[src/rtl/rps_pkg.sv]
/*
  Constants shared by the remappable pin select block: sizes, register
  indices, field positions, reset values and unlock keys.
  Assumes a single 50 MHz clock and a plain strobe register port.
*/
// Function
// Bidirectional pins take routed inputs and outputs
// Input-only pins never drive routed outputs
// Routed peripherals reach no pin until assigned
// Fixed peripherals sit on their default pin
// Routed peripheral beats gpio and fixed functions
// Analog function always beats routed peripheral
// Input and output routing in separate registers
// Lock and key sequence guard the mapping
// Serial bus and motor PWM use fixed pins
// Input fields seven bits, zero ties low
// Unimplemented bits read zero, writes ignored
`default_nettype none

package rps_pkg;

  // ==========================================================
  // Sizes
  localparam int unsigned N_BIDIR = 8;
  localparam int unsigned N_IN_ONLY = 8;
  localparam int unsigned N_PER_IN = 8;
  localparam int unsigned N_PER_OUT = 8;
  localparam int unsigned ISEL_W = 7;
  localparam int unsigned OSEL_W = 6;
  localparam int unsigned DATA_W = 16;
  localparam int unsigned ADDR_W = 4;

  // ==========================================================
  // Input select codes
  localparam logic [6:0] ISEL_TIE_LOW = 7'h00;
  localparam logic [6:0] ISEL_BIDIR_FIRST = 7'h01;
  localparam logic [6:0] ISEL_IN_ONLY_FIRST = 7'h09;
  localparam logic [6:0] ISEL_LAST = 7'h10;

  // Output select codes: zero leaves the pin to other users
  localparam logic [5:0] OSEL_NONE = 6'h00;
  localparam logic [5:0] OSEL_FIRST = 6'h01;
  localparam logic [5:0] OSEL_LAST = 6'h08;

  // ==========================================================
  // Register indices
  localparam logic [3:0] REG_IN_SEL0 = 4'h0;
  localparam logic [3:0] REG_IN_SEL1 = 4'h1;
  localparam logic [3:0] REG_IN_SEL2 = 4'h2;
  localparam logic [3:0] REG_DEADTIME_CMP_IN_SEL = 4'h3;
  localparam logic [3:0] REG_OUT_SEL0 = 4'h4;
  localparam logic [3:0] REG_OUT_SEL3 = 4'h7;
  localparam logic [3:0] REG_LOCK_CTL = 4'h8;
  localparam logic [3:0] REG_KEY = 4'h9;
  localparam logic [3:0] REG_STATUS = 4'ha;

  // ==========================================================
  // Field positions
  localparam int unsigned FLD_LO_LSB = 0;
  localparam int unsigned FLD_HI_LSB = 8;
  localparam int unsigned LOCK_BIT = 0;
  localparam int unsigned STAT_LOCK_BIT = 0;
  localparam int unsigned STAT_ARMED_BIT = 1;
  localparam int unsigned STAT_VIOL_BIT = 2;

  // ==========================================================
  // Reset values and keys
  localparam logic [6:0] ISEL_RESET = 7'h00;
  localparam logic [5:0] OSEL_RESET = 6'h00;
  localparam logic LOCK_RESET = 1'b0;
  localparam logic [15:0] KEY_FIRST = 16'h0055;
  localparam logic [15:0] KEY_SECOND = 16'h00aa;

endpackage : rps_pkg

`default_nettype wire

[src/rtl/rps_in_sel.sv]
/*
  One routed peripheral input: picks a pin by its seven-bit code.
  Assumes pin levels are synchronous to clk_sys.
*/
`default_nettype none

module rps_in_sel (
  input wire logic clk_sys, // System clock
  input wire logic sys_rst, // Synchronous reset, active high
  input wire logic [6:0] sel, // Input select code
  input wire logic [7:0] bidir_in, // Bidirectional pin levels
  input wire logic [7:0] in_only_in, // Input-only pin levels
  input wire logic [7:0] bidir_analog, // Bidirectional pins in analog
  input wire logic [7:0] in_only_analog, // Input-only pins in analog
  output logic periph_in // Routed level to the peripheral
);

  logic [6:0] idx_b;
  logic [6:0] idx_i;
  logic periph_in_next;

  assign idx_b = sel - rps_pkg::ISEL_BIDIR_FIRST;
  assign idx_i = sel - rps_pkg::ISEL_IN_ONLY_FIRST;

  // Analog pins read low on the digital side
  always_comb begin
    periph_in_next = 1'b0;
    if (sel >= rps_pkg::ISEL_IN_ONLY_FIRST && sel <= rps_pkg::ISEL_LAST) begin
      periph_in_next = in_only_in[idx_i[2:0]] &
                       ~in_only_analog[idx_i[2:0]]; // see
    end else if (sel >= rps_pkg::ISEL_BIDIR_FIRST) begin
      if (sel < rps_pkg::ISEL_IN_ONLY_FIRST) begin
        periph_in_next = bidir_in[idx_b[2:0]] & ~bidir_analog[idx_b[2:0]];
      end
    end
  end

  always_ff @(posedge clk_sys) begin
    if (sys_rst) begin
      periph_in <= 1'b0;
    end else begin
      periph_in <= periph_in_next;
    end
  end

endmodule // rps_in_sel

`default_nettype wire

[src/rtl/rps_pin_drive.sv]
/*
  Output priority for one bidirectional pin.
  Assumes peripheral and gpio drive requests are synchronous to clk_sys.
*/
`default_nettype none

module rps_pin_drive (
  input wire logic clk_sys, // System clock
  input wire logic sys_rst, // Synchronous reset, active high
  input wire logic [5:0] osel, // Output select code
  input wire logic [7:0] per_out, // Routed peripheral output levels
  input wire logic [7:0] per_oe, // Routed peripheral drive requests
  input wire logic [7:0] per_active, // Routed peripheral enabled
  input wire logic fixed_en, // Fixed-pin peripheral active
  input wire logic fixed_out, // Fixed-pin peripheral level
  input wire logic fixed_oe, // Fixed-pin peripheral drive request
  input wire logic gpio_out, // General I/O level
  input wire logic gpio_oe, // General I/O drive request
  input wire logic analog_en, // Pin given to an analog function
  output logic pin_out, // Pin output level
  output logic pin_oe // Pin output enable, high drives
);

  logic [5:0] idx;
  logic routed;
  logic pin_out_next;
  logic pin_oe_next;

  assign idx = osel - rps_pkg::OSEL_FIRST;
  assign routed = (osel >= rps_pkg::OSEL_FIRST) &&
                  (osel <= rps_pkg::OSEL_LAST) &&
                  per_active[idx[2:0]];

  always_comb begin
    pin_out_next = gpio_out;
    pin_oe_next = gpio_oe;
    if (analog_en) begin
      pin_out_next = 1'b0;
      pin_oe_next = 1'b0;
    end else if (routed) begin
      pin_out_next = per_out[idx[2:0]];
      pin_oe_next = per_oe[idx[2:0]];
    end else if (fixed_en) begin
      pin_out_next = fixed_out; // see
      pin_oe_next = fixed_oe;
    end
  end

  always_ff @(posedge clk_sys) begin
    if (sys_rst) begin
      pin_out <= 1'b0;
      pin_oe <= 1'b0;
    end else begin
      pin_out <= pin_out_next;
      pin_oe <= pin_oe_next;
    end
  end

endmodule // rps_pin_drive

`default_nettype wire

[src/rtl/rps_top.sv]
/*
  Remappable pin select: routing registers, write guard, input
  selectors for each routed peripheral input and priority drivers
  for each bidirectional pin.
  Assumes a plain strobe register port on clk_sys, one strobe at a time,
  and peripherals and pins synchronous to clk_sys.
*/
`default_nettype none

module rps_top (
  input wire logic clk_sys, // System clock, 50 MHz
  input wire logic sys_rst, // Synchronous reset, active high
  // Register port
  input wire logic [3:0] reg_addr, // Register index
  input wire logic [15:0] reg_wdata, // Write data
  input wire logic reg_wr, // Write strobe
  input wire logic reg_rd, // Read strobe
  output logic [15:0] reg_rdata, // Read data, cycle after strobe
  // Remappable pins
  input wire logic [7:0] bidir_remap_pin_in, // Bidirectional pin levels
  output logic [7:0] bidir_remap_pin_out, // Bidirectional pin drive
  output logic [7:0] bidir_remap_pin_oe, // High while pin is driven
  input wire logic [7:0] input_only_remap_pin_in, // Input-only pins
  input wire logic [7:0] bidir_analog_en, // Analog owns bidir pin
  input wire logic [7:0] in_only_analog_en, // Analog owns input pin
  // Peripheral side
  output logic [7:0] per_in, // Routed inputs to peripherals
  input wire logic [7:0] per_out, // Peripheral output levels
  input wire logic [7:0] per_oe, // Peripheral drive requests
  input wire logic [7:0] per_active, // Peripheral enabled
  input wire logic [7:0] fixed_en, // Fixed-pin function active per pin
  input wire logic [7:0] fixed_out, // Fixed-pin function levels
  input wire logic [7:0] fixed_oe, // Fixed-pin function drive requests
  output logic [7:0] fixed_in, // Pin levels to fixed functions
  input wire logic [7:0] gpio_out, // General I/O levels
  input wire logic [7:0] gpio_oe, // General I/O drive requests
  output logic mapping_locked // Routing registers write-protected
);

  // ==========================================================
  // Routing registers
  logic [6:0] in_sel_reg [8];
  logic [5:0] out_sel_reg [8];
  logic lock_reg;
  logic armed_reg;
  logic viol_reg;
  logic [15:0] rdata_next;
  logic wr_in;
  logic wr_out;
  logic wr_route;
  logic unlock;
  logic [2:0] in_base;
  logic [2:0] out_base;

  assign wr_in = reg_wr && (reg_addr <= rps_pkg::REG_DEADTIME_CMP_IN_SEL);
  assign wr_out = reg_wr && (reg_addr >= rps_pkg::REG_OUT_SEL0) &&
                  (reg_addr <= rps_pkg::REG_OUT_SEL3);
  assign wr_route = wr_in || wr_out;
  assign unlock = reg_wr && (reg_addr == rps_pkg::REG_KEY) && armed_reg &&
                  (reg_wdata == rps_pkg::KEY_SECOND);
  // Each register holds two fields: low at even, high at odd entry
  assign in_base = {reg_addr[1:0], 1'b0};
  assign out_base = {reg_addr[1:0], 1'b0};

  // Input routing; the last pair is the deadtime compare selects,
  // cmp2 in the low field and cmp3 in the high field
  always_ff @(posedge clk_sys) begin
    if (sys_rst) begin
      for (int i = 0; i < 8; i++) begin
        in_sel_reg[i] <= rps_pkg::ISEL_RESET; // see
      end
    end else if (wr_in && !lock_reg) begin // see
      in_sel_reg[in_base] <=
        reg_wdata[rps_pkg::FLD_LO_LSB +: 7];
      in_sel_reg[in_base + 3'd1] <= reg_wdata[rps_pkg::FLD_HI_LSB +: 7];
    end
  end

  // Output routing
  always_ff @(posedge clk_sys) begin
    if (sys_rst) begin
      for (int i = 0; i < 8; i++) begin
        out_sel_reg[i] <= rps_pkg::OSEL_RESET;
      end
    end else if (wr_out && !lock_reg) begin // see
      out_sel_reg[out_base] <= reg_wdata[rps_pkg::FLD_LO_LSB +: 6];
      out_sel_reg[out_base + 3'd1] <= reg_wdata[rps_pkg::FLD_HI_LSB +: 6];
    end
  end

  // ==========================================================
  // Write guard
  // Locking is one write; unlocking needs both keys back to back on
  // the key register, so a stray write cannot reopen the mapping.
  always_ff @(posedge clk_sys) begin
    if (sys_rst) begin
      lock_reg <= rps_pkg::LOCK_RESET;
    end else if (unlock) begin
      lock_reg <= 1'b0;
    end else if (reg_wr && reg_addr == rps_pkg::REG_LOCK_CTL &&
                 reg_wdata[rps_pkg::LOCK_BIT]) begin
      lock_reg <= 1'b1;
    end
  end

  // Any other write between the keys disarms the sequence
  always_ff @(posedge clk_sys) begin
    if (sys_rst) begin
      armed_reg <= 1'b0;
    end else if (reg_wr) begin
      armed_reg <= (reg_addr == rps_pkg::REG_KEY) &&
                   (reg_wdata == rps_pkg::KEY_FIRST);
    end
  end

  // Sticky flag of refused routing writes; a new refusal beats the clear
  always_ff @(posedge clk_sys) begin
    if (sys_rst) begin
      viol_reg <= 1'b0;
    end else if (wr_route && lock_reg) begin
      viol_reg <= 1'b1;
    end else if (reg_wr && reg_addr == rps_pkg::REG_STATUS &&
                 reg_wdata[rps_pkg::STAT_VIOL_BIT]) begin
      viol_reg <= 1'b0;
    end
  end

  always_ff @(posedge clk_sys) begin
    if (sys_rst) begin
      mapping_locked <= 1'b0;
    end else begin
      mapping_locked <= lock_reg;
    end
  end

  // ==========================================================
  // Read back
  always_comb begin
    rdata_next = 16'h0000;
    if (reg_addr <= rps_pkg::REG_DEADTIME_CMP_IN_SEL) begin
      rdata_next[rps_pkg::FLD_LO_LSB +: 7] = in_sel_reg[in_base];
      rdata_next[rps_pkg::FLD_HI_LSB +: 7] = in_sel_reg[in_base + 3'd1];
    end else if (reg_addr <= rps_pkg::REG_OUT_SEL3) begin
      rdata_next[rps_pkg::FLD_LO_LSB +: 6] = out_sel_reg[out_base];
      rdata_next[rps_pkg::FLD_HI_LSB +: 6] = out_sel_reg[out_base + 3'd1];
    end else if (reg_addr == rps_pkg::REG_LOCK_CTL) begin
      rdata_next[rps_pkg::LOCK_BIT] = lock_reg;
    end else if (reg_addr == rps_pkg::REG_STATUS) begin
      rdata_next[rps_pkg::STAT_LOCK_BIT] = lock_reg;
      rdata_next[rps_pkg::STAT_ARMED_BIT] = armed_reg;
      rdata_next[rps_pkg::STAT_VIOL_BIT] = viol_reg;
    end
  end

  // Read data stand for one cycle only, zero otherwise
  always_ff @(posedge clk_sys) begin
    if (sys_rst) begin
      reg_rdata <= 16'h0000;
    end else if (reg_rd) begin
      reg_rdata <= rdata_next;
    end else begin
      reg_rdata <= 16'h0000;
    end
  end

  // ==========================================================
  // Fixed-function inputs see their pin directly, analog reads low
  always_ff @(posedge clk_sys) begin
    if (sys_rst) begin
      fixed_in <= 8'h00;
    end else begin
      fixed_in <= bidir_remap_pin_in & ~bidir_analog_en;
    end
  end

  // ==========================================================
  // Routing network
  // Input-only pins appear only in the input selectors; they have no
  // driver at all, so no code can make them drive.
  for (genvar g = 0; g < 8; g++) begin : g_in
    rps_in_sel u_in_sel (
      .clk_sys(clk_sys),
      .sys_rst(sys_rst),
      .sel(in_sel_reg[g]),
      .bidir_in(bidir_remap_pin_in),
      .in_only_in(input_only_remap_pin_in),
      .bidir_analog(bidir_analog_en),
      .in_only_analog(in_only_analog_en),
      .periph_in(per_in[g])
    );
  end

  for (genvar g = 0; g < 8; g++) begin : g_pin
    rps_pin_drive u_pin_drive (
      .clk_sys(clk_sys),
      .sys_rst(sys_rst),
      .osel(out_sel_reg[g]),
      .per_out(per_out),
      .per_oe(per_oe),
      .per_active(per_active),
      .fixed_en(fixed_en[g]),
      .fixed_out(fixed_out[g]),
      .fixed_oe(fixed_oe[g]),
      .gpio_out(gpio_out[g]),
      .gpio_oe(gpio_oe[g]),
      .analog_en(bidir_analog_en[g]),
      .pin_out(bidir_remap_pin_out[g]),
      .pin_oe(bidir_remap_pin_oe[g])
    );
  end

endmodule // rps_top

`default_nettype wire

[config.mk]
export PLATFORM = sky130hd
export DESIGN_NAME = rps_top
export DESIGN_NICKNAME = d
export VERILOG_FILES = /design/src/rtl/rps_pkg.sv /design/src/rtl/rps_in_sel.sv /design/src/rtl/rps_pin_drive.sv /design/src/rtl/rps_top.sv
export SDC_FILE = /design/constraint.sdc
export NUM_CORES = 1
export LEC_CHECK = 0
export BUFFER_PORTS_ARGS = -buffer_cell sky130_fd_sc_hd__clkbuf_2
export CAP_MARGIN = 20
export CORE_UTILIZATION = 45
export DETAILED_ROUTE_END_ITERATION = 8
export GPL_TIMING_DRIVEN = 0
export MAX_ROUTING_LAYER = met4
export PLACE_DENSITY = 0.7
export REMOVE_ABC_BUFFERS = 1
export SLEW_MARGIN = 10
export SYNTH_ARGS = -nofsm -noshare
export SYNTH_HDL_FRONTEND = slang
export SYNTH_HIERARCHICAL = 1
export SYNTH_SLANG_ARGS = --single-unit
export TNS_END_PERCENT = 100
[constraint.sdc]
create_clock -name clk_sys -period 2.6 [get_ports clk_sys]
set_clock_uncertainty 0.1 [all_clocks]
set_input_delay 0 -clock clk_sys [delete_from_list [all_inputs] [get_ports clk_sys]]
set_output_delay 0 -clock clk_sys [all_outputs]
set_load 0.02 [all_outputs]
**Yosys cells after proc, flatten, opt, wreduce, memory -nomap -nowiden**

Memory sizes are Yosys's and may differ from the RTL's.
Index checks and enable logic that the tools add are counted.

- Word-level logic and storage cells: 429
- Bits in writable memories: 104
- Memories kept: 2
- Input bits: 120
- Bits in registers: 52

- Reduce and logical (&&, ||, !) cells: 56
- $add $sub $neg: 25
- Equal/unequal tests: 5
- Bitwise logic cells: 36
- Magnitude comparators: 75
- Mux-type cells: 198

Memory list:

| name | words | bits a word | rd ports | clocked after Yosys merged registers in | write ports | line | text |
|---|---|---|---|---|---|---|---|
| in_sel_reg | 8 | 7 | 10 | 0 | 8 | rps_top.sv:42 | `logic [6:0] in_sel_reg [8];` |
| out_sel_reg | 8 | 6 | 10 | 0 | 8 | rps_top.sv:43 | `logic [5:0] out_sel_reg [8];` |

Operators by type and width:

| cell | number |
|---|---|
| binary-select mux 1 bit (select 3 bit) | 56 |
| two-way mux 1 bit | 127 |
| < comparator 3 x 4 -> 1 bit (second input constant) | 24 |
| subtractor 3 x 1 -> 3 bit (second input constant) | 24 |
| greater-or-equal comparator 7 x 1 -> 1 bit (second input constant) | 8 |
| greater-or-equal comparator 7 x 4 -> 1 bit (second input constant) | 8 |
| <= comparator 7 x 5 -> 1 bit (second input constant) | 8 |
| < comparator 7 x 4 -> 1 bit (second input constant) | 8 |
| greater-or-equal comparator 6 x 1 -> 1 bit (second input constant) | 8 |
| <= comparator 6 x 4 -> 1 bit (second input constant) | 8 |
| logical AND 1 bit | 38 |
| two-way mux 6 bit | 5 |
| two-way mux 3 bit | 7 |
| OR reduction 2 bit | 10 |
| inverter 1 bit | 18 |
| AND 1 bit | 16 |
| == test 16 x 7 -> 1 bit (second input constant) | 1 |
| == test 16 x 8 -> 1 bit (second input constant) | 1 |
| two-way mux 7 bit | 2 |
| OR reduction 7 bit | 2 |
| == test 4 bit (second input constant) | 3 |
| OR reduction 6 bit | 2 |
| AND 8 bit | 1 |
| inverter 8 bit | 1 |
| 9 further kinds | 9 |

**Longest topological paths before layout**

Gate-level depths: netlist of run 1.

- Depth in word-level cells: 9
- Depth in mapped cells: 9
- Depth with buffers taken out: 7

**Hierarchy**

The synthesis of run 1 kept the hierarchy.

By module, submodules not included:

| module | sequential area each (µm²) | cells an instance | times used | area each (µm²) |
|---|---|---|---|---|
| rps_top | 3,643.5 | 399 | 1 | 5,654.2 |
| rps_pin_drive | 40.0 | 38 | 8 | 409.1 |
| rps_in_sel | 20.0 | 47 | 8 | 356.6 |

**Worst setup path before layout of run 1**

No wires, ideal clock.

- Path kind: flip-flop to flip-flop
- Start: memory out_sel_reg[6][0]
- End: register g_pin[6].u_pin_drive.pin_oe
- Slack: 0.396 ns
- Setup time: 0.123 ns
- Data required time: 2.377 ns
- Arrival: 1.980 ns
- Path buffers: 2
- Cell stages (with the launch flop): 10
- Cells stage by stage: edfxtp_1 buf_4 inv_1 ha_1 buf_4 nor2b_2 a211oi_2 nor4b_1 o31a_1 mux2_1

RTL lines:

| element | line | text |
|---|---|---|
| start: declaration | rps_top.sv:43 |  |
| end signal: assignment | rps_pin_drive.sv:55 | `pin_oe <= pin_oe_next;` |
| end: declaration | rps_pin_drive.sv:21 | `output logic pin_oe` |

==> flow_summary.toml, run 1 <==
[outcome]
outcome = "complete, but fails checks"
violations = "hold timing"

[synthesis]
async_reset_ff_frac = 0
syn_inst = 1079
synth_edf_count = 104
yosys-top-cells-area = "edfxtp_1 27%, mux4_2 10%, dfxtp_1 8.5%"
ys_types = 60
syn_avg_cell_area_um2 = 10.9
ys.flop_type = "edfxtp_1"
netlist_area_um2 = 11800
yosysSeqAreaShare = 0.350
yosys.area.top_type_share = 0.265
yosysTopAreaCell = "edfxtp_1"
ys_ff_latch = 154
yosys_warnings = 6

[critical_path]
cpMaxStageDelayCell = "ha_1"
startpoint_type = "register"
critical_path_class = "reg -> reg"
endpoint_kind = "register"
cp_slowest_stage_delay_ns = 0.50
cp.required_ns = 2.82
crit_arrival_ns = 2.68
cp_cell_sequence = "inv_1 > ha_1 > nor2b_2 > a211oi_2 > nor4b_1 > o31a_1 > mux2_1"
reg2reg_to = "g_pin[4].u_pin_drive/pin_oe"
ff2ff_setup_slack_ns = 0.14
path_max_fanout = 10
rr_worst_depth = 7
r2r-start = "out_sel_reg[4][0]"

[power]
power_frac_comb = 0.227
p_leak_nw = 5.60
p_sw_frac = 0.309
p_sw_w = 0.00220
pwr-share-clk = 0.367
p_per_area_nw_per_um2 = 499
internal_power_w = 0.00490
irDropWorstVdd_uv = 465
p_seq_frac = 0.406

[worst_hold_path]
min_path_type = "in -> reg"
holdPathStages = 2
hold_end = "in_sel_reg[6][3]"
worstHoldStart = "reg_wdata[3]"

[clocking]
clock_path_buffers = 2
root_buffer = "clkbuf_16"
htreeDepth = 4
clkSlewWorstSetupHoldPaths_ns = 0.07
cts.sinks = 154
cts_made_buffers = 17
clk_latency_ns = 0.44
cts_tree = "built"

[timing]
rsz0062_at_grt = "no"
whs_ns = -0.00420
setup_slack_ns = 0.138
finalHoldViolations = 8
slew_headroom = 0.451
post-route-period-util = 0.947
setup_viol_count_final = 0
worst_slew_pin_slew_ns = 0.820
max_freq_ghz = 0.406
maxSlewViolCount = 0
post-route-min-period_ns = 2.46

[final_layout]
antennaDiodeCount = 0
fillers = 2188
largest_register_ffs = 56
post-route-util = 0.560
design_area_um2 = 14200
multiInputGateArea_um2 = 7030
nNetsFinal = 1462
drive_above_1_share = 0.286
regArea_um2 = 4120
syn2layout_area_growth_pct = 20.7

[floorplanning]
rows = 58
boundaryPins = 169
die_h_um = 164
die_area_um2 = 26800
fp.dieW_um = 164
core_area_um2 = 25400
initial_core_util = 0.464

[placed_design]
detailedPlace.worstSlack_ns = -0.229
gp_congestion = 0.905
dp_hpwl_um = 25100
io_buffer_count = 166
placed_cell_area_um2 = 12700

[global_routing]
grt_pass1_wl_um = 54000
track_usage = 0.271
busiest_layer = "met2"
overflow = 0
grt_use_met2 = 0.419
grt_pass1_vias = 9437
antenna_found_initial = 0
gr-usage-met1 = 0.379
use_met3 = 0.0268
grt_max_degree = 58

[flow_run]
maxCapViolCount = 0

[routing]
dr.pass1.iters = 5
drt_iter0_markers = 958
drc = 0
final_antenna_net_count = 0
vias_per_cell = 6.03
totalWireLength_um = 34900
wl_per_cell_um = 21.2
vias = 9919
## placed cells by master, fill, tap and decap left out, types with 15 or more instances in the layout
cell type        n
or4_1           16
mux2i_1         61
nor3b_1         25
or3b_2          32
nor3_1          43
nand2_1         29
edfxtp_1       104
mux2_1          16
nand3b_1        33
nand4_1         40
dlygate4sd3_1   71
dfxtp_1         50
clkbuf_16       18
clkbuf_2       165
o22ai_1         17
nor2_1          32
ha_1            39
mux4_2          53
buf_4           20
and2_1         104
o32ai_1         16
inv_1           76
nor4b_1         15
## per-layer routing
layer  vias to the layer above  part of all wire
met2                       454              0.46
met1                      4809              0.45
met3                        50             0.069
met5                         -                 0
li1                       4606                 -
met4                         0             0.019
## cells in the mapped netlist (9+ instances only)
cell	instances
or4_1	16
nor3_1	43
nand3b_1	33
dfxtp_1	50
mux2i_1	61
nand4_1	40
a21oi_1	14
a211o_1	9
nor2_1	32
o22ai_1	17
or3b_2	32
nand2b_1	12
edfxtp_1	104
buf_4	30
mux2_1	16
buf_2	21
o32ai_1	16
mux4_2	53
nor3b_1	25
nand2_1	29
nor4b_1	16
nor2b_1	13
nor4_1	12
and3b_1	9
ha_1	40
inv_1	76
and2_1	104
## power by group through the flow
| stage | sequential, W | clock (W) | combinational (W) |
|---|---|---|---|
| 6_report | 0.00288 | 0.00260 | 0.00161 |
| 5_1_grt | 0.00290 | 0.00272 | 0.00174 |
| 4_1_cts | 0.00290 | 0.00261 | 0.00155 |
| 3_5_place_dp | 0.00298 | 0 | 0.00142 |
| 3_3_place_gp | 0.00297 | 0 | 0.00138 |
| 2_1_floorplan | 0.00295 | 0 | 0.000878 |
## logic make-up after synthesis
family | count (synthesis) | share of synthesized area
multiplexers | 135 | 0.173
flip-flops | 154 | 0.350
buffers and inverters | 133 | 0.0542
AO/OA/AOI/OAI | 137 | 0.103
adder cells (fa/ha/maj) | 40 | 0.0425
AND/OR/NAND/NOR | 455 | 0.254
other | 1 | 0.000318
XOR/XNOR | 24 | 0.0229
## metrics by stage
step / total power [W] / cells / setup TNS, ns
6_report: 0.00710 / 1645 / 0
4_1_cts: 0.00706 / 1632 / 0
2_1_floorplan: 0.00383 / 1023 / 0
5_1_grt: 0.00735 / 1645 / 0
3_3_place_gp: 0.00435 / 1519 / -37.95
3_5_place_dp: 0.00440 / 1521 / -2.41
## area by class of cell
cell class / instances / area share
multi-input cells: 793 / 0.494
clock buffers: 18 / 0.0317
repair buffers: 260 / 0.124
flip-flops and latches: 154 / 0.290
well taps: 330 / 0.0290
clock inverters: 14 / 0.0102
inverters: 76 / 0.0201
## how the worst max path moves through the flow
stage	from	endpoint	slack, ns	cells past startpoint
CTS	in_sel_reg[3][0]	g_in[3].u_in_sel/periph_in	0.12	6
global placement	sys_rst	out_sel_reg[6][5]	-0.48	5
detailed placement	out_sel_reg[4][0]	g_pin[4].u_pin_drive/pin_oe	-0.23	7
floorplan	out_sel_reg[6][0]	g_pin[6].u_pin_drive/pin_oe	0.22	7
finish	out_sel_reg[4][0]	g_pin[4].u_pin_drive/pin_oe	0.14	7
global route	lock_reg	out_sel_reg[7][2]	0.0004	4
## worst max-delay path, delay by kind of cell, from the launching register on
kind,cells,cell delay [ns]
buf+inv,1,0.08
compound gates,2,0.35
simple gates,2,0.55
fa+ha+maj,1,0.50
mux,1,0.35
flops,1,0.41
## what timing repair did
action / 4_1_cts / 5_1_grt
endpoints found under the hold margin: 119 / 0
endpoints found under the setup margin: 16 / 9
buffers inserted: 8 / 12
hold buffers: 71 / 0
gates resized for setup: 0 / 2
Power figures use the tool's default switching activity.
==> run 2: changes to the inputs <==
CELL_PAD_IN_SITES_DETAIL_PLACEMENT = 0   (was not set)
CELL_PAD_IN_SITES_GLOBAL_PLACEMENT = 2   (was not set)
CORE_UTILIZATION = 38   (was 45)
PLACE_DENSITY = 0.86   (was 0.7)
==> flow_summary.toml, run 2 (synthesized netlist as in run 1, its figures left out) <==
[final_layout]
largest_register_ffs = 56
drive_above_1_share = 0.285
syn2layout_area_growth_pct = 22.6
layout_commonest_cell = "clkbuf_2"
nNetsFinal = 1466
antennaDiodeCount = 0
layout_common_cells = "163 x clkbuf_2, 104 x and2_1, 104 x edfxtp_1"

[routing]
dr.pass1.iters = 9
vias_per_cell = 5.77
vias = 9894
final_antenna_net_count = 0
drc = 1
wl_per_cell_um = 21.4
totalWireLength_um = 36700
drt_iter0_markers = 818

[outcome]
outcome = "complete, but fails checks"
violations = "DRC"

[floorplanning]
die_area_um2 = 31700
initial_core_util = 0.386
rows = 64
fp.dieW_um = 178
core_area_um2 = 30500
die_h_um = 178
boundaryPins = 169

[global_routing]
grt_max_degree = 58
grt_use_met2 = 0.366
grt_pass1_wl_um = 56100
busiest_layer = "met2"
use_met3 = 0.0273
antenna_found_initial = 0
track_usage = 0.241
grt_pass1_vias = 9404
gr-usage-met1 = 0.339
overflow = 0

[clocking]
htreeDepth = 4
root_buffer = "clkbuf_16"
cts_made_buffers = 17
clkSlewWorstSetupHoldPaths_ns = 0.06
clock_path_buffers = 2
cts_tree = "built"
cts.sinks = 154
clk_latency_ns = 0.44

[placed_design]
gp_congestion = 0.851
io_buffer_count = 166
dp_hpwl_um = 27000

[timing]
whs_ns = 0.0490
worst_slew_pin_slew_ns = 0.767
finalHoldViolations = 0
max_freq_ghz = 0.401
post-route-period-util = 0.958
slew_headroom = 0.487
post-route-min-period_ns = 2.49
maxSlewViolCount = 0
setup_viol_count_final = 0

[power]
irDropWorstVdd_uv = 455
p_leak_nw = 5.66
finalPower_w = 0.00745
p_per_area_nw_per_um2 = 516

[critical_path]
ff2ff_setup_slack_ns = 0.17
endpoint_kind = "register"
reg2reg_to = "g_in[5].u_in_sel/periph_in"
crit_start = "reg_wdata[10]"
rr_worst_depth = 6
cp.required_ns = 2.82
startpoint_type = "input port"
path_max_fanout = 9
crit_arrival_ns = 2.71
critical_path_class = "in -> reg"
r2r-start = "in_sel_reg[5][0]"

[worst_hold_path]
holdPathStages = 3
min_path_type = "in -> reg"
hold_end = "reg_rdata[0]"
worstHoldStart = "reg_addr[3]"

[flow_run]
maxCapViolCount = 0
-- run 2: cell type report --
class                      count  area [um^2]
fill                        2827        16100
multi-input combinational    793         7050
sequential                   154         4120
timing repair buffer         264         1810
tap                          396          495
clock buffer                  19          443
inverter                      76          285
clock inverter                13          238
-- run 2: how the worst max path moves through the flow --
stage	endpoint	cells past startpoint	slack [ns]
2_1_floorplan	g_pin[6].u_pin_drive/pin_oe	7	0.22
3_3_place_gp	out_sel_reg[2][4]	5	-0.57
3_5_place_dp	g_pin[4].u_pin_drive/pin_oe	7	-0.18
4_1_cts	lock_reg	7	0.05
5_1_grt	lock_reg	8	-0.007
6_report	lock_reg	8	0.11
-- run 2: report_power, final --
part / total [W] / switching (W) / internal [W] / leakage, nW
combinational: 0.00162 / 0.000876 / 0.000743 / 3.93
sequential: 0.00289 / 0.000149 / 0.00274 / 1.40
clock: 0.00294 / 0.00110 / 0.00184 / 0.333
-- run 2: worst max-delay path: stages --
cell	delay (ns)
dlygate4sd3_1	0.54
clkbuf_2	0.22
nor4_4	0.32
nand4b_1	0.16
nor4_1	0.27
dlygate4sd3_1	0.59
nor3_1	0.04
dlygate4sd3_1	0.56
-- run 2: timing repair --
item	4_1_cts	5_1_grt
endpoints found under the hold margin	132	0
resized for setup	0	6
hold buffers	75	0
buffers inserted	8	12
endpoints found under the setup margin	16	6
-- run 2: metrics by stage --
stage	cells	setup TNS, ns	instance area [um^2]	worst slack (ns)	utilization
after global routing	1715	-0.00734	14400	-0.00734	0.473
after CTS	1702	0	14300	0.0478	0.469
after global placement	1585	-55.38	12800	-0.571	0.418
after floorplan	1023	0	11400	0.221	-
final	1715	0	14400	0.109	0.473
after detailed placement	1587	-2.55	12800	-0.178	0.420
-- run 2: layer usage --
metal	part of all wire	up-vias
met5	0	-
met4	0.016	0
met3	0.061	41
met2	0.45	400
met1	0.47	4837
li1	-	4616
==> run 3: changes to the inputs <==
CORE_MARGIN = 10   (was not set)
GPL_TIMING_DRIVEN = not set   (was 0)
==> flow_summary.toml, run 3 (synthesized netlist as in run 1, its figures left out) <==
[routing]
drc = 0
vias = 9918
totalWireLength_um = 39400
wl_per_cell_um = 23.0
drt_iter0_markers = 926
dr.pass1.iters = 7
vias_per_cell = 5.79
final_antenna_net_count = 0

[timing]
maxSlewViolCount = 0
finalHoldViolations = 0
worst_slew_pin_slew_ns = 0.795
post-route-min-period_ns = 2.37
slew_headroom = 0.470
whs_ns = 0.0142
post-route-period-util = 0.912
setup_slack_ns = 0.229
tns_ns = 0
max_freq_ghz = 0.422
setup_viol_count_final = 0
rsz0062_at_grt = "no"

[floorplanning]
die_area_um2 = 38400
fp.dieW_um = 196
boundaryPins = 169
core_area_um2 = 30600
rows = 64
initial_core_util = 0.385
die_h_um = 196

[critical_path]
cp.required_ns = 2.80
endpoint_kind = "register"
crit_arrival_ns = 2.58
critical_path_class = "reg -> reg"
startpoint_type = "register"
path_max_fanout = 10

[placed_design]
gp_congestion = 0.915
dp_hpwl_um = 29600
io_buffer_count = 166
dp_cells = 1616
detailedPlace.worstSlack_ns = 0.294

[clocking]
cts_made_buffers = 17
root_buffer = "clkbuf_16"
clk_latency_ns = 0.43
cts_resized = 0
clkSlewWorstSetupHoldPaths_ns = 0.07
clock_path_buffers = 2
cts_tree = "built"
cts.sinks = 154
htreeDepth = 4

[power]
p_sw_w = 0.00213
pwr-share-clk = 0.339
p_leak_nw = 5.55
internal_power_w = 0.00470
irDropWorstVdd_uv = 478
power_frac_comb = 0.240
p_per_area_nw_per_um2 = 482
p_sw_frac = 0.312
p_seq_frac = 0.421

[final_layout]
stdcell_count = 1713
layout_commonest_cell = "clkbuf_2"
largest_register_ffs = 56
syn2layout_area_growth_pct = 20.4
post-route-util = 0.464
layout_common_cells = "166 x clkbuf_2, 104 x and2_1, 104 x edfxtp_1"
drive_above_1_share = 0.286
antennaDiodeCount = 0
nNetsFinal = 1464

[global_routing]
grt_pass1_vias = 9835
grt_pass1_wl_um = 59800
grt_max_degree = 65
overflow = 0
antenna_found_initial = 0
track_usage = 0.205

[outcome]
outcome = "finished clean"

[flow_run]
maxCapViolCount = 0

[worst_hold_path]
min_path_type = "in -> reg"
run 3: cell count changes in the layout (fill, tap and decap cells not counted), moves of 3 or more:
cell / previous run / this run
clkinvlp_4: 0 / 3
buf_4: 20 / 30
dlygate4sd3_1: 75 / 65
bufinv_16: 6 / 0
clkbuf_2: 163 / 166
clkinv_1: 0 / 3
run 3: repair_timing:
action                    4_1_cts  5_1_grt
setup buffers                   0        0
hold buffers                   65        0
hold endpoints to repair       93        0
run 3: path summary, 6_finish.rpt:
path | start | endpoint | slack, ns | depth (start not counted)
setup / recovery | out_sel_reg[0][1] | g_pin[0].u_pin_drive/pin_oe | 0.23 | 7
hold reg to reg | lock_reg | mapping_locked | 0.48 | 2
setup reg to reg | out_sel_reg[0][1] | g_pin[0].u_pin_drive/pin_oe | 0.23 | 7
hold / removal | gpio_oe[0] | g_pin[0].u_pin_drive/pin_oe | 0.01 | 4
run 3: routing by layer:
layer | routed length (um) | share of wire | track usage | vias to the layer above
met2 | 17700 | 0.45 | 0.304 | 414
li1 | - | - | - | 4616
met5 | 0 | 0 | - | -
met4 | 626 | 0.016 | 0.0583 | 0
met3 | 2610 | 0.066 | 0.0305 | 45
met1 | 18400 | 0.47 | 0.285 | 4843
run 3: cell type report:
class / instances / area, um^2
clock buffer: 19 / 433
clock inverter: 13 / 93.8
fill: 2883 / 16400
inverter: 76 / 285
multi-input combinational: 793 / 7020
sequential: 154 / 4120
tap: 396 / 495
timing repair buffer: 262 / 1730
run 3: worst max-delay path, stage by stage (launching register included):
cell and delay (ns):
edfxtp_1 0.40, inv_1 0.12, ha_1 0.40, nor2b_2 0.18, a211oi_2 0.06, nor4b_1 0.34, o31a_1 0.26, mux2_1 0.38
run 3: stage by stage:
| stage | total power (W) | area [um^2] |
|---|---|---|
| floorplan | 0.00383 | 11400 |
| global placement | 0.00444 | 13000 |
| detailed placement | 0.00446 | 13000 |
| CTS | 0.00685 | 14200 |
| global route | 0.00711 | 14200 |
| finish | 0.00684 | 14200 |
run 3: power groups by stage:
stage / Combinational (W) / Clock, W / Sequential [W]
floorplan: 0.000878 / 0 / 0.00295
global placement: 0.00152 / 0 / 0.00292
detailed placement: 0.00154 / 0 / 0.00292
CTS: 0.00163 / 0.00235 / 0.00287
global route: 0.00177 / 0.00245 / 0.00289
finish: 0.00164 / 0.00232 / 0.00288
